==> config.mk <==
export PLATFORM = sky130hd
export DESIGN_NAME = fltm_issue_timing
export DESIGN_NICKNAME = d
export VERILOG_FILES = /design/src/shared/fltm_pkg.sv /design/src/rtl/fltm_issue_timing.sv /design/src/rtl/fltm_delay.sv
export VERILOG_INCLUDE_DIRS = /design/src /design/src/shared
export SDC_FILE = /design/constraint.sdc
export NUM_CORES = 1
export LEC_CHECK = 0
export BUFFER_PORTS_ARGS = -buffer_cell sky130_fd_sc_hd__buf_2
export CAP_MARGIN = 10
export CORE_UTILIZATION = 59
export DETAILED_ROUTE_END_ITERATION = 10
export PLACE_DENSITY = 0.92
export SETUP_SLACK_MARGIN = 0.4
export SLEW_MARGIN = 5
export SYNTH_ARGS = -nofsm -noshare
export SYNTH_HDL_FRONTEND = slang
export SYNTH_HIERARCHICAL = 1
export SYNTH_SLANG_ARGS = --single-unit
export TNS_END_PERCENT = 5
==> constraint.sdc <==
create_clock -name clk -period 4.25 [get_ports clk]
set_input_delay 1.0625 -clock clk [delete_from_list [all_inputs] [get_ports clk]]
set_output_delay 1.0625 -clock clk [all_outputs]
set_load 0.05 [all_outputs]
==> src/shared/fltm_regs.svh <==
// Timing constants for the FP and load/store issue timing block
`ifndef FLTM_REGS_SVH
`define FLTM_REGS_SVH
`define FLTM_SDIV_CYC 6'h11
`define FLTM_DDIV_CYC 6'h1F
`define FLTM_FSCR_CYC 6'h03
`define FLTM_LS_LAT 6'h02
`define FLTM_LS_THR 6'h01
`define FLTM_FLUSH_LAT 6'h03
`define FLTM_FLUSH_THR 6'h05
`define FLTM_DINV_LAT 6'h03
`define FLTM_DINV_THR 6'h03
`define FLTM_IINV_LAT 6'h03
`define FLTM_IINV_THR 6'h04
`define FLTM_ZERO_LAT 6'h03
`define FLTM_ZERO_THR 6'h06
`define FLTM_ZERO_GTHR 6'h0B
`define FLTM_MULT_BASE 6'h02
`define FLTM_RSV_LAT 6'h03
`define FLTM_RSV_THR 6'h01
`define FLTM_CST_LAT 6'h08
`define FLTM_CST_THR 6'h08
`define FLTM_MAX_INFLIGHT 3'h6
`endif

==> src/shared/fltm_pkg.sv <==
// Types for the FP and load/store issue timing block
package fltm_pkg;
    // FP operation classes
    typedef enum logic [2:0] {
        FLTM_FP_P111 = 3'h0,
        FLTM_FP_P211 = 3'h1,
        FLTM_FP_SDIV = 3'h2,
        FLTM_FP_DDIV = 3'h3,
        FLTM_FP_FSCR = 3'h4,
        FLTM_FP_FSRD = 3'h5
    } fltm_fp_op_e;
    // Load/store operation classes
    typedef enum logic [2:0] {
        FLTM_LS_PLAIN = 3'h0,
        FLTM_LS_FLUSH = 3'h1,
        FLTM_LS_DINV = 3'h2,
        FLTM_LS_IINV = 3'h3,
        FLTM_LS_ZERO = 3'h4,
        FLTM_LS_LDMUL = 3'h5,
        FLTM_LS_STMUL = 3'h6,
        FLTM_LS_RSV = 3'h7
    } fltm_ls_op_e;
    typedef enum logic [3:0] {
        FLTM_FS_IDLE = 4'h1,
        FLTM_FS_ST1 = 4'h2,
        FLTM_FS_BUSY = 4'h4,
        FLTM_FS_TAIL = 4'h8
    } fltm_fst_e;
endpackage

==> src/rtl/fltm_issue_timing.sv <==
// Issue and occupancy timing of the FP unit and load/store unit
`include "fltm_regs.svh"
module fltm_issue_timing
    import fltm_pkg::*;
#(
    parameter int NW = 6
)(
    input wire logic clk,
    input wire logic rst_b,
    input wire logic fp_issue,
    input wire fltm_fp_op_e fp_op,
    output logic fp_avail,
    output logic fp_done,
    output logic fp_exec_ser,
    input wire logic ls_issue,
    input wire fltm_ls_op_e ls_op,
    input wire logic ls_global,
    input wire logic [4:0] ls_nwords,
    output logic ls_avail,
    output logic ls_done,
    output logic ls_exec_ser,
    output logic ls_cmpl_ser,
    input wire logic cmpl_retire,
    output logic cq_full
);
    // ************************************************************
    // Completion queue occupancy
    // ************************************************************
    logic [2:0] inflight_r;
    logic fp_take;
    logic ls_take;
    logic [2:0] n_issue;
    logic cq_last;

    assign cq_full = (inflight_r >= `FLTM_MAX_INFLIGHT);
    assign cq_last = (inflight_r == `FLTM_MAX_INFLIGHT - 3'h1);
    assign fp_take = fp_issue && fp_avail;
    assign ls_take = ls_issue && ls_avail;
    assign n_issue = {2'b00, fp_take} + {2'b00, ls_take};

    // Room check counts a same-cycle pair, so six is never passed
    always_ff @(posedge clk or negedge rst_b)
    begin
        if (!rst_b)
            inflight_r <= 3'h0;
        else
            inflight_r <= inflight_r + n_issue
                - {2'b00, cmpl_retire && inflight_r != 3'h0};
    end

    // ************************************************************
    // Floating-point unit
    // ************************************************************
    fltm_fst_e fst_r;
    logic [5:0] fbusy_r;
    logic [1:0] ftail_r;
    logic fser_r;
    logic fp_ser_op;
    logic ls_hold;

    assign fp_ser_op = (fp_op == FLTM_FP_FSRD);
    // Accept only when idle or a pipeline slot frees this cycle
    assign fp_avail = !cq_full && !fser_r && !ls_hold
        && (fst_r == FLTM_FS_IDLE || fst_r == FLTM_FS_TAIL);
    assign fp_exec_ser = fser_r;

    always_ff @(posedge clk or negedge rst_b)
    begin
        if (!rst_b)
        begin
            fst_r <= FLTM_FS_IDLE;
            fbusy_r <= 6'h00;
        end
        else if (fp_take)
        begin
            case (fp_op)
                FLTM_FP_SDIV:
                begin
                    fst_r <= FLTM_FS_BUSY;
                    fbusy_r <= `FLTM_SDIV_CYC - 6'h01;
                end
                FLTM_FP_DDIV:
                begin
                    fst_r <= FLTM_FS_BUSY;
                    fbusy_r <= `FLTM_DDIV_CYC - 6'h01;
                end
                FLTM_FP_FSCR:
                begin
                    fst_r <= FLTM_FS_BUSY;
                    fbusy_r <= `FLTM_FSCR_CYC - 6'h01;
                end
                FLTM_FP_P211:
                begin
                    fst_r <= FLTM_FS_ST1;
                    fbusy_r <= 6'h00;
                end
                default:
                begin
                    fst_r <= FLTM_FS_TAIL;
                    fbusy_r <= 6'h00;
                end
            endcase
        end
        else
        begin
            case (fst_r)
                FLTM_FS_ST1:
                    fst_r <= FLTM_FS_TAIL;
                FLTM_FS_BUSY:
                begin
                    if (fbusy_r == 6'h01)
                        fst_r <= FLTM_FS_IDLE;
                    fbusy_r <= fbusy_r - 6'h01;
                end
                FLTM_FS_TAIL:
                    fst_r <= FLTM_FS_IDLE;
                default:
                    fst_r <= FLTM_FS_IDLE;
            endcase
        end
    end

    // Two remaining stages after stage one; non-pipelined ops end in busy
    logic [1:0] fpipe_r;
    logic fdiv_end_r;

    always_ff @(posedge clk or negedge rst_b)
    begin
        if (!rst_b)
            fpipe_r <= 2'h0;
        else
            fpipe_r <= {fpipe_r[0], fst_r == FLTM_FS_TAIL};
    end

    // Finish lands in the cycle the unit is free again, as for issue
    always_ff @(posedge clk or negedge rst_b)
    begin
        if (!rst_b)
            fdiv_end_r <= 1'b0;
        else
            fdiv_end_r <= (fst_r == FLTM_FS_BUSY)
                && (fbusy_r == 6'h01);
    end

    // Stage two enters when the op leaves stage one (TAIL state)
    assign fp_done = fpipe_r[1] || fdiv_end_r;

    always_ff @(posedge clk or negedge rst_b)
    begin
        if (!rst_b)
            ftail_r <= 2'h0;
        else if (fp_take && fp_ser_op)
            ftail_r <= 2'h2;
        else if (ftail_r != 2'h0)
            ftail_r <= ftail_r - 2'h1;
    end

    // Serialized FP ops hold further issue until they finish
    always_ff @(posedge clk or negedge rst_b)
    begin
        if (!rst_b)
            fser_r <= 1'b0;
        else if (fp_take && fp_ser_op)
            fser_r <= 1'b1;
        else if (fser_r && ftail_r == 2'h1)
            fser_r <= 1'b0;
    end

    // ************************************************************
    // Load/store unit
    // ************************************************************
    logic [5:0] lat_cnt;
    logic [5:0] thr_cnt;
    logic ls_ser_op;
    logic ls_cser_op;
    logic lat_done;
    logic plain_take;
    logic [1:0] lpipe_r;
    logic thr_active;
    logic lser_r;
    logic lcser_r;
    logic [5:0] mult_cyc;

    assign mult_cyc = `FLTM_MULT_BASE + {1'b0, ls_nwords};

    // Latency and throughput lookup
    always_comb
    begin
        lat_cnt = `FLTM_LS_LAT;
        thr_cnt = `FLTM_LS_THR;
        ls_ser_op = 1'b1;
        ls_cser_op = 1'b0;
        if (ls_op == FLTM_LS_PLAIN)
            ls_ser_op = 1'b0;
        else if (ls_op == FLTM_LS_FLUSH)
        begin
            lat_cnt = `FLTM_FLUSH_LAT;
            thr_cnt = `FLTM_FLUSH_THR;
        end
        else if (ls_op == FLTM_LS_DINV)
        begin
            lat_cnt = `FLTM_DINV_LAT;
            thr_cnt = `FLTM_DINV_THR;
        end
        else if (ls_op == FLTM_LS_IINV)
        begin
            lat_cnt = `FLTM_IINV_LAT;
            thr_cnt = `FLTM_IINV_THR;
        end
        else if (ls_op == FLTM_LS_ZERO)
        begin
            lat_cnt = `FLTM_ZERO_LAT;
            thr_cnt = ls_global ? `FLTM_ZERO_GTHR : `FLTM_ZERO_THR;
        end
        else if (ls_op == FLTM_LS_LDMUL)
        begin
            lat_cnt = mult_cyc;
            thr_cnt = mult_cyc;
            ls_cser_op = 1'b1;
        end
        else if (ls_op == FLTM_LS_STMUL)
        begin
            lat_cnt = mult_cyc;
            thr_cnt = mult_cyc;
        end
        else
        begin
            lat_cnt = `FLTM_RSV_LAT;
            thr_cnt = `FLTM_RSV_THR;
        end
    end

    // Conditional store shares the reserve class with 8:8 when nwords=31
    logic cst_op;
    logic [5:0] lat_use;
    logic [5:0] thr_use;
    assign cst_op = (ls_op == FLTM_LS_RSV) && (ls_nwords == 5'h1F);
    assign lat_use = cst_op ? `FLTM_CST_LAT : lat_cnt;
    assign thr_use = cst_op ? `FLTM_CST_THR : thr_cnt;

    // Throughput counter gates availability; latency counter finishes
    fltm_delay #(.W(6)) u_thr (
        .clk(clk),
        .rst_b(rst_b),
        .load(ls_take),
        .count(thr_use - 6'h01),
        .done(),
        .active(thr_active)
    );

    // Only serialized classes use the counter; plain ops may overlap
    assign plain_take = ls_take && (ls_op == FLTM_LS_PLAIN);

    fltm_delay #(.W(6)) u_lat (
        .clk(clk),
        .rst_b(rst_b),
        .load(ls_take && !plain_take),
        .count(lat_use),
        .done(lat_done),
        .active()
    );

    // Plain latency is fixed, so a two-slot pipe tracks each in flight
    always_ff @(posedge clk or negedge rst_b)
    begin
        if (!rst_b)
            lpipe_r <= 2'h0;
        else
            lpipe_r <= {lpipe_r[0], plain_take};
    end

    assign ls_done = lpipe_r[1] || lat_done;
    // Serial hold lifts in the finishing cycle, so throughput stays exact
    assign ls_hold = lser_r && !lat_done;
    // Second issue in one cycle must not push the queue past six
    assign ls_avail = !cq_full && !thr_active && !ls_hold && !fser_r
        && !(cq_last && fp_take);

    // Serialized LS ops block all issue until they finish
    always_ff @(posedge clk or negedge rst_b)
    begin
        if (!rst_b)
        begin
            lser_r <= 1'b0;
            lcser_r <= 1'b0;
        end
        else if (ls_take)
        begin
            lser_r <= ls_ser_op;
            lcser_r <= ls_cser_op;
        end
        else if (lat_done)
        begin
            lser_r <= 1'b0;
            lcser_r <= 1'b0;
        end
    end

    assign ls_exec_ser = lser_r;
    assign ls_cmpl_ser = lcser_r;

    // ************************************************************
    // Checks
    // ************************************************************
    sdiv_busy_a: assert property (@(posedge clk) disable iff (!rst_b)
        fp_take && fp_op == FLTM_FP_SDIV |-> ##1 !fp_avail [*8]
        ##1 !fp_avail [*8] ##1 fp_done) else $error("sdiv occupancy wrong");
    ddiv_done_a: assert property (@(posedge clk) disable iff (!rst_b)
        fp_take && fp_op == FLTM_FP_DDIV |-> ##31 fp_done)
        else $error("ddiv finish wrong");
    fscr_busy_a: assert property (@(posedge clk) disable iff (!rst_b)
        fp_take && fp_op == FLTM_FP_FSCR |-> ##1 !fp_avail ##1 !fp_avail
        ##1 fp_done) else $error("status write timing wrong");
    p211_avail_a: assert property (@(posedge clk) disable iff (!rst_b)
        fp_take && fp_op == FLTM_FP_P211 |-> ##1 !fp_avail)
        else $error("2-1-1 stage one not held");
    plain_lat_a: assert property (@(posedge clk) disable iff (!rst_b)
        ls_take && ls_op == FLTM_LS_PLAIN |-> ##2 ls_done)
        else $error("plain load latency wrong");
    flush_thr_a: assert property (@(posedge clk) disable iff (!rst_b)
        ls_take && ls_op == FLTM_LS_FLUSH |-> ##1 !ls_avail [*4])
        else $error("flush throughput wrong");
    gzero_thr_a: assert property (@(posedge clk) disable iff (!rst_b)
        ls_take && ls_op == FLTM_LS_ZERO && ls_global
        |-> ##1 !ls_avail [*8] ##1 !ls_avail ##1 !ls_avail)
        else $error("global zero throughput short");
    ldmul_ser_a: assert property (@(posedge clk) disable iff (!rst_b)
        ls_take && ls_op == FLTM_LS_LDMUL |-> ##1 ls_cmpl_ser && ls_exec_ser)
        else $error("load multiple not serialized");
    cq_limit_a: assert property (@(posedge clk) disable iff (!rst_b)
        inflight_r <= `FLTM_MAX_INFLIGHT)
        else $error("too many in flight");
endmodule

==> src/rtl/fltm_delay.sv <==
// Countdown timer that pulses when a loaded count expires
module fltm_delay
    import fltm_pkg::*;
#(
    parameter int W = 6
)(
    input wire logic clk,
    input wire logic rst_b,
    input wire logic load,
    input wire logic [W-1:0] count,
    output logic done,
    output logic active
);
    logic [W-1:0] cnt_r;

    always_ff @(posedge clk or negedge rst_b)
    begin
        if (!rst_b)
            cnt_r <= '0;
        else if (load)
            cnt_r <= count;
        else if (cnt_r != '0)
            cnt_r <= cnt_r - {{(W-1){1'b0}}, 1'b1};
    end

    // A reload in the final cycle must not swallow the old op's finish
    assign done = (cnt_r == {{(W-1){1'b0}}, 1'b1});
    assign active = (cnt_r != '0);
endmodule

==> summary by stage, run 1 <==
Routing
The first TritonRoute pass finished after 4 iterations. Summed over all layers, the routed wires come to 4570 um. For this block, the via count after detailed routing is 1875. The per-cell routed wire length is 14.0 um. The number of DRC violations after detailed routing is 0.

The detail-routed via count per cell is 5.77. The number of design-rule violations left by the first detailed-router iteration is 155. The residual antenna-violating net count after detailed routing is 0.

Clock tree
The worst-case clock buffer depth is 2. The clock insertion delay at the later pin of the skew report is 290 ps. The number of clock sinks is 35. The post-cts resize count is 0.

Clock tree synthesis inserted a total of 5 buffers. The clock tree synthesis step divided the H-tree into 2 levels. The number of post-CTS setup repair buffers is 0. The total of hold buffers inserted after clock tree synthesis is 0. The root buffer cell is sky130_fd_sc_hd__clkbuf_8.

The clock edge transition at the registers on the reported setup and hold paths is 70 ps. TritonCTS built the clock tree.

Worst hold path
The endpoint with the worst hold slack is lpipe_r[1]. The worst min-delay path class is reg2reg. Along the worst hold path, the cell count comes to 0. The launch point of the worst hold path is lpipe_r[0].

STA
The number of setup violations in the final report is 0. The clock skew is 6.21 ps. The smallest clock period supported by the final layout is computed as 3420 ps. The minimum hold slack is 360 ps. The number of failing hold endpoints at the final stage is 0. The maximum achievable frequency is 0.293 GHz. Of the available clock period, the critical path in the final layout requires 0.804.

The worst relative slew slack is 0.481. Setup repair after global routing left no endpoint under its margin. The total negative setup slack is 0 ps. At the pin with the least slew margin, the transition time is 779 ps.

The final number of max-transition violations is 0.

Power and ir drop
The worst-case IR drop observed on VDD is 0.000220 V. The power density over the cells is 306 nW/um^2. For this design the total switching power over the nets is 236 uW. Of the total power, the share spent switching nets is 0.298. The total internal power is 556 uW.

Of the total power, combinational logic draws 0.193. Of the total power, the clock network draws 0.340. The part of the power in registers is 0.466. Summed over all cells, the static leakage comes to 0.00119 uW.

Finish
The count of antenna diodes in the layout is 0. The area growth from synthesis to layout is 11.1%. The final net count is 306. Of the cells placed in the final design, the portion with a size suffix greater than 1 is 0.191.

Run status
The flow ran to the end, and the final reports show no timing, DRC or antenna violations.

Worst setup path
In this run the critical register-to-register path is launched from u_lat/cnt_r[4]. For this design, the slowest cell found on the critical path is sky130_fd_sc_hd__nor4_4. The type of element launching the critical path is a flip-flop. Broken down by cell family, the worst path's largest delay share belongs to simple AND/OR/NAND/NOR gates. For flop-to-flop paths, the worst setup slack is 860 ps.

The endpoint kind of the worst setup timing path is a primary output. The largest single stage delay on the critical path is 450 ps. Counting both buffers and inverters, the worst setup path holds a total of 1. The maximum fanout along the worst path is 7. The endpoint of the most critical register-to-register path is inflight_r[2].

At the worst endpoint, the required time is 3190 ps. The type of the setup path with the least slack is reg2out. For the worst setup path, the data arrival time is 2350 ps.

The signal on the critical path passes through nor4_4, and2_1, nand2b_1, o2111a_1, o311a_1, buf_2. The number of cells on the worst reg-to-reg path is 12.

Global route
The global route total overflow is 0. Entering global routing, the biggest net connects 36 pins. The via count of the first global-routing pass is 1764. The wire length of the first global-routing pass is 8090 um. The global router's overall resource usage is 0.254. The number of antenna violations at the first check in global routing is 0.

Placed design
Input and output buffers added on the ports amount to 24. The wire-length estimate of the detail-placed layout is 3420 um. At the end of routability-driven placement, the weighted congestion stood at 0.889.

Yosys
After technology mapping, the gate count stands at 251. The post-synthesis average cell area is 9.29 sq um. Summing every instance area after synthesis gives 2330 sq um. The total number of yosys warnings is 6. When the netlist entered floorplanning its net count stood at 281.

Die
The die is 64.9 um tall. The initialized floorplan defines 22 standard-cell rows. The initial standard-cell utilization of the core is 0.627. After floorplanning, the core was sized to cover 3720 sq um. The I/O pin count is 25. The die extent in x is 64.9 um. The area of the die is 4210 sq um.

Run
The tool flagged a number of max-cap violations equal to 0.
[sequential cells by signal, indices dropped and copies added (netlist names)]
signal and count:
inflight_r 3, u_lat/cnt_r 6, u_thr/cnt_r 6, lpipe_r 2, fp_exec_ser 1, ls_exec_ser 1, ftail_r 2, fdiv_end_r 1
ls_cmpl_ser 1, fbusy_r 6, fst_r 4, fpipe_r 2
[placed cells by master (no fill, tap or decap), types with 3 or more instances in the layout]
| cell type | n |
|---|---|
| sky130_fd_sc_hd__a21oi_1 | 17 |
| sky130_fd_sc_hd__a31o_2 | 4 |
| sky130_fd_sc_hd__and2_1 | 5 |
| sky130_fd_sc_hd__and3_1 | 7 |
| sky130_fd_sc_hd__buf_2 | 24 |
| sky130_fd_sc_hd__clkbuf_8 | 7 |
| sky130_fd_sc_hd__dfrtp_1 | 34 |
| sky130_fd_sc_hd__ha_1 | 12 |
| sky130_fd_sc_hd__inv_1 | 22 |
| sky130_fd_sc_hd__mux2i_1 | 3 |
| sky130_fd_sc_hd__nand2_1 | 20 |
| sky130_fd_sc_hd__nand2b_1 | 4 |
| sky130_fd_sc_hd__nand3_1 | 8 |
| sky130_fd_sc_hd__nor2_1 | 16 |
| sky130_fd_sc_hd__nor2b_1 | 5 |
| sky130_fd_sc_hd__nor3_1 | 6 |
| sky130_fd_sc_hd__nor4_4 | 3 |
| sky130_fd_sc_hd__o211ai_1 | 3 |
| sky130_fd_sc_hd__o21ai_0 | 13 |
| sky130_fd_sc_hd__o31ai_1 | 3 |
| sky130_fd_sc_hd__xnor2_1 | 10 |
| sky130_fd_sc_hd__xor2_1 | 8 |
[power groups by stage]
stage                     combinational [uW]  clock (uW)  sequential (uW)
after floorplan                          114           0              370
after global placement                   149           0              374
after detailed placement                 155           0              375
after CTS                                156         275              369
after global routing                     177         290              372
final                                    153         269              369
[per-stage QoR]
stage,cell area [sq um],total power (uW),setup slack [ps],util,std cells
CTS,2590,799,831,0.697,325
global placement,2490,523,1030,0.669,317
global route,2590,839,648,0.697,325
detailed placement,2490,530,875,0.669,317
floorplan,2330,484,1160,-,251
finish,2590,792,834,0.697,325
[routing by layer]
| layer | track usage | vias to the layer above | routed length [um] |
|---|---|---|---|
| met5 | 0 | - | 0 |
| met4 | 0.0778 | 0 | 21 |
| met3 | 0.0581 | 2 | 211 |
| met2 | 0.406 | 44 | 2220 |
| met1 | 0.339 | 898 | 2110 |
| li1 | - | 931 | - |
[how the worst max path moves through the flow]
stage / startpoint / end / slack, ps / cells past startpoint
after detailed placement: u_lat/cnt_r[4] / inflight_r[2] / 870 / 12
after global placement: u_lat/cnt_r[2] / inflight_r[2] / 1030 / 12
after floorplan: u_lat/cnt_r[4] / inflight_r[2] / 1160 / 11
after CTS: u_lat/cnt_r[4] / ls_avail / 830 / 6
final: u_lat/cnt_r[4] / ls_avail / 830 / 6
after global routing: u_lat/cnt_r[2] / inflight_r[2] / 650 / 12
[layout make-up]
| cell class | instances | area (sq um) |
|---|---|---|
| inverter | 22 | 82.6 |
| fill | 281 | 1130 |
| tap | 48 | 60.1 |
| sequential | 35 | 877 |
| clock buffer | 7 | 96.3 |
| clock inverter | 1 | 7.51 |
| multi-input combinational | 188 | 1350 |
| timing repair buffer | 24 | 120 |
No activity file was read; power rests on OpenSTA's default activity.
==> run 2, diff against run 1 <==
Settings changed: CORE_UTILIZATION 59 to 53, PLACE_DENSITY 0.92 to 0.88.
Clock period 4.25 ns to 2.86 ns, I/O delays scaled along.
==> summary by stage, run 2 (synthesis gave the netlist of run 1 again) <==
Routing
The residual antenna-violating net count after detailed routing is 0 (unchanged). The met1 wire length is 2230 um (was 2110 um). The detail-routed via count per cell came to 5.69 (was 5.77).

The top layer used by detailed routing is met4 (unchanged). The total length of routed met2 wires is 2370 um (was 2220 um). The number of design-rule violations left by the first detailed-router iteration came to 96 (was 155). The count of vias placed by the detailed router is 1930 (was 1875). The length of the first detailed-routing pass in iterations is 4 (unchanged). The number of DRC violations after detailed routing is 0 (unchanged).

The length of routed met3 wiring came to 202 um (was 211 um). The total length of routed wires is 4900 um (was 4570 um). The per-cell routed wire length is 14.5 um (was 14.0 um).

Worst setup path
The source of the worst register-to-register timing path is u_lat/cnt_r[5] (was u_lat/cnt_r[4]). The type of element launching the critical path is a flip-flop (unchanged). The type of the setup path with the least slack was reg2reg (was reg2out).

The largest delay contributor family on the critical path is adder cells (was simple AND/OR/NAND/NOR gates). The data arrival time of the critical path is 3020 ps (was 2350 ps). Critical path, cell by cell: nor4_4, and2_4, nand2b_4, o2111a_1, and2b_2, inv_2, ha_4, xor2_2, ha_2, o21bai_4, fa_2 (was nor4_4, and2_1, nand2b_1, o2111a_1, o311a_1, buf_2).

The endpoint kind of the worst setup timing path is a flip-flop (was primary output). The critical path's slowest cell is sky130_fd_sc_hd__fa_2 (was sky130_fd_sc_hd__nor4_4). The combined buffer and inverter count along the critical path is 1 (unchanged). The highest cell delay on the worst timing path is 530 ps (was 450 ps).

The maximum fanout along the worst path is 3 (was 7). The worst endpoint required time is 3090 ps (was 3190 ps). The startpoint of the most critical setup path is u_lat/cnt_r[5] (was u_lat/cnt_r[4]).

Die
The I/O pin count was 25 (unchanged). The floorplan row count is 23 (was 22). The vertical die dimension is 68.3 um (was 64.9 um). The area of the core region is 4120 sq um (was 3720 sq um). The area of the die was 4670 sq um (was 4210 sq um). The initial standard-cell utilization of the core came to 0.566 (was 0.627).

The die extent in x is 68.3 um (was 64.9 um).

Run
The max-capacitance violation count came to 0 (unchanged).

STA
The minimum hold slack is 359 ps (was 360 ps). The clock skew was 6.30 ps (was 6.21 ps). The worst path in the final design needs a cycle of 2790 ps, including I/O delays and setup. The total negative setup slack is 0 ps (unchanged). The final number of max-transition violations is 0 (unchanged). The maximum achievable frequency is 0.358 GHz.

Of the available clock period, the critical path in the final layout requires 0.977. The number of setup violations in the final report was 0 (unchanged). The final worst-path setup slack is 66.0 ps (was 834 ps). The slew of the pin with the lowest slew margin is 763 ps (was 779 ps). RSZ-0062 raised after global routing: true (was false). The number of failing hold endpoints at the final stage was 0 (unchanged).

The worst relative slew slack is 0.492 (was 0.481).

Clock tree
The worst-case clock buffer depth was 2 (unchanged). The number of clock sinks is 35 (unchanged). The TritonCTS clock tree is done (unchanged). The clock insertion delay at the later pin of the skew report came to 290 ps (about the same).

The number of buffers created by CTS is 5 (unchanged). The total of hold buffers inserted after clock tree synthesis is 0 (unchanged). The clock edge transition at the registers on the reported setup and hold paths is 70 ps (about the same). The root buffer cell is sky130_fd_sc_hd__clkbuf_8 (unchanged). The depth of the CTS H-tree came to 2 (unchanged).

Global route
The pin count of the biggest net entering global routing is 36 (unchanged). The global router's overall resource usage is 0.224 (was 0.254). The number of antenna violations at the first check in global routing is 0 (unchanged). The via count of the first global-routing pass came to 1705 (was 1764). The wire length of the first global-routing pass came to 7590 um (was 8090 um). The global route total overflow is 0 (unchanged).

Finish
Top flop regs: fbusy_r (6), u_lat/cnt_r (6), u_thr/cnt_r (6) (unchanged). The count of antenna diodes in the layout is 0 (unchanged). The design area came to 2720 sq um (was 2590 sq um). The fraction of layout instances using a drive strength above 1 is 0.256 (was 0.191). Most used cells in the layout excluding fill and tap cells: 34 x sky130_fd_sc_hd__dfrtp_1, 24 x sky130_fd_sc_hd__buf_2, 21 x sky130_fd_sc_hd__inv_1 (was 34 x sky130_fd_sc_hd__dfrtp_1, 24 x sky130_fd_sc_hd__buf_2, 22 x sky130_fd_sc_hd__inv_1). The most frequent standard cell in the layout excluding fill and tap cells is sky130_fd_sc_hd__dfrtp_1 (unchanged). The fill cell total of the finished layout is 316 (was 281). The growth of design area from synthesis to finish is 16.5% (was 11.1%). The final net count is 318 (was 306).

Placed design
The weighted congestion at the end of routability-driven global placement was 0.872 (was 0.889). The pre-CTS worst setup slack is 46.0 ps (was 875 ps). The port buffer count was 24 (unchanged).

The half-perimeter wire length after detailed placement is 3660 um (was 3420 um). The post-detailed-placement cell area is 2560 sq um (was 2490 sq um).

Worst hold path
The launch point of the worst hold path is lpipe_r[0] (unchanged). The worst min-delay path class was reg2reg (unchanged).

Power and ir drop
The power density over the cells is 431 nW/um^2 (was 306 nW/um^2). The overall power of the completed layout is 1170 uW (was 792 uW). The static leakage is 0.00125 uW (was 0.00119 uW). The worst IR drop on VDD is 0.000433 V (was 0.000220 V).

Run status
Outcome: finished clean (unchanged).
## run 2: area by class of cell
| cell class | instances | area, sq um | area share |
|---|---|---|---|
| Multi-Input combinational cell | 188 | 1390 | 0.513 |
| Sequential cell | 35 | 877 | 0.323 |
| Timing Repair Buffer | 36 | 210 | 0.0774 |
| Inverter | 22 | 82.6 | 0.0304 |
| Clock buffer | 5 | 68.8 | 0.0253 |
| Tap cell | 50 | 62.6 | 0.0230 |
| Clock inverter | 3 | 20.0 | 0.00737 |
## run 2: per-stage QoR
stage / std cells / utilization
final: 339 / 0.660
after global routing: 339 / 0.660
after CTS: 338 / 0.656
after detailed placement: 326 / 0.621
after global placement: 326 / 0.621
after floorplan: 251 / -
## run 2: metal layers
layer | track usage | up-vias
met4 | 0.0885 | 0
met5 | 0 | -
met2 | 0.352 | 45
met3 | 0.0483 | 11
li1 | - | 955
met1 | 0.298 | 919
## run 2: worst paths after layout
| check | endpoint | slack (ps) | cells past startpoint |
|---|---|---|---|
| max in group asynchronous | u_thr/cnt_r[5] | 1880 | 1 |
| hold reg to reg | lpipe_r[1] | 360 | 0 |
| setup reg to reg | inflight_r[1] | 70 | 11 |
| setup / recovery | inflight_r[1] | 70 | 11 |
| min in group asynchronous | fbusy_r[3] | 490 | 1 |
| hold / removal | lpipe_r[1] | 360 | 0 |
## run 2: power breakdown
group	total [uW]	internal, uW	switching (uW)
sequential	548	520	28.7
clock	354	169	185
combinational	268	108	159
## run 2: timing repair
| item | in CTS | in global routing |
|---|---|---|
| endpoints found under the setup margin | 4 | 6 |
| pin swaps | 6 | 6 |
| hold endpoints to repair | 0 | 0 |
| resized for setup | 6 | 1 |
| buffers inserted | 4 | 1 |
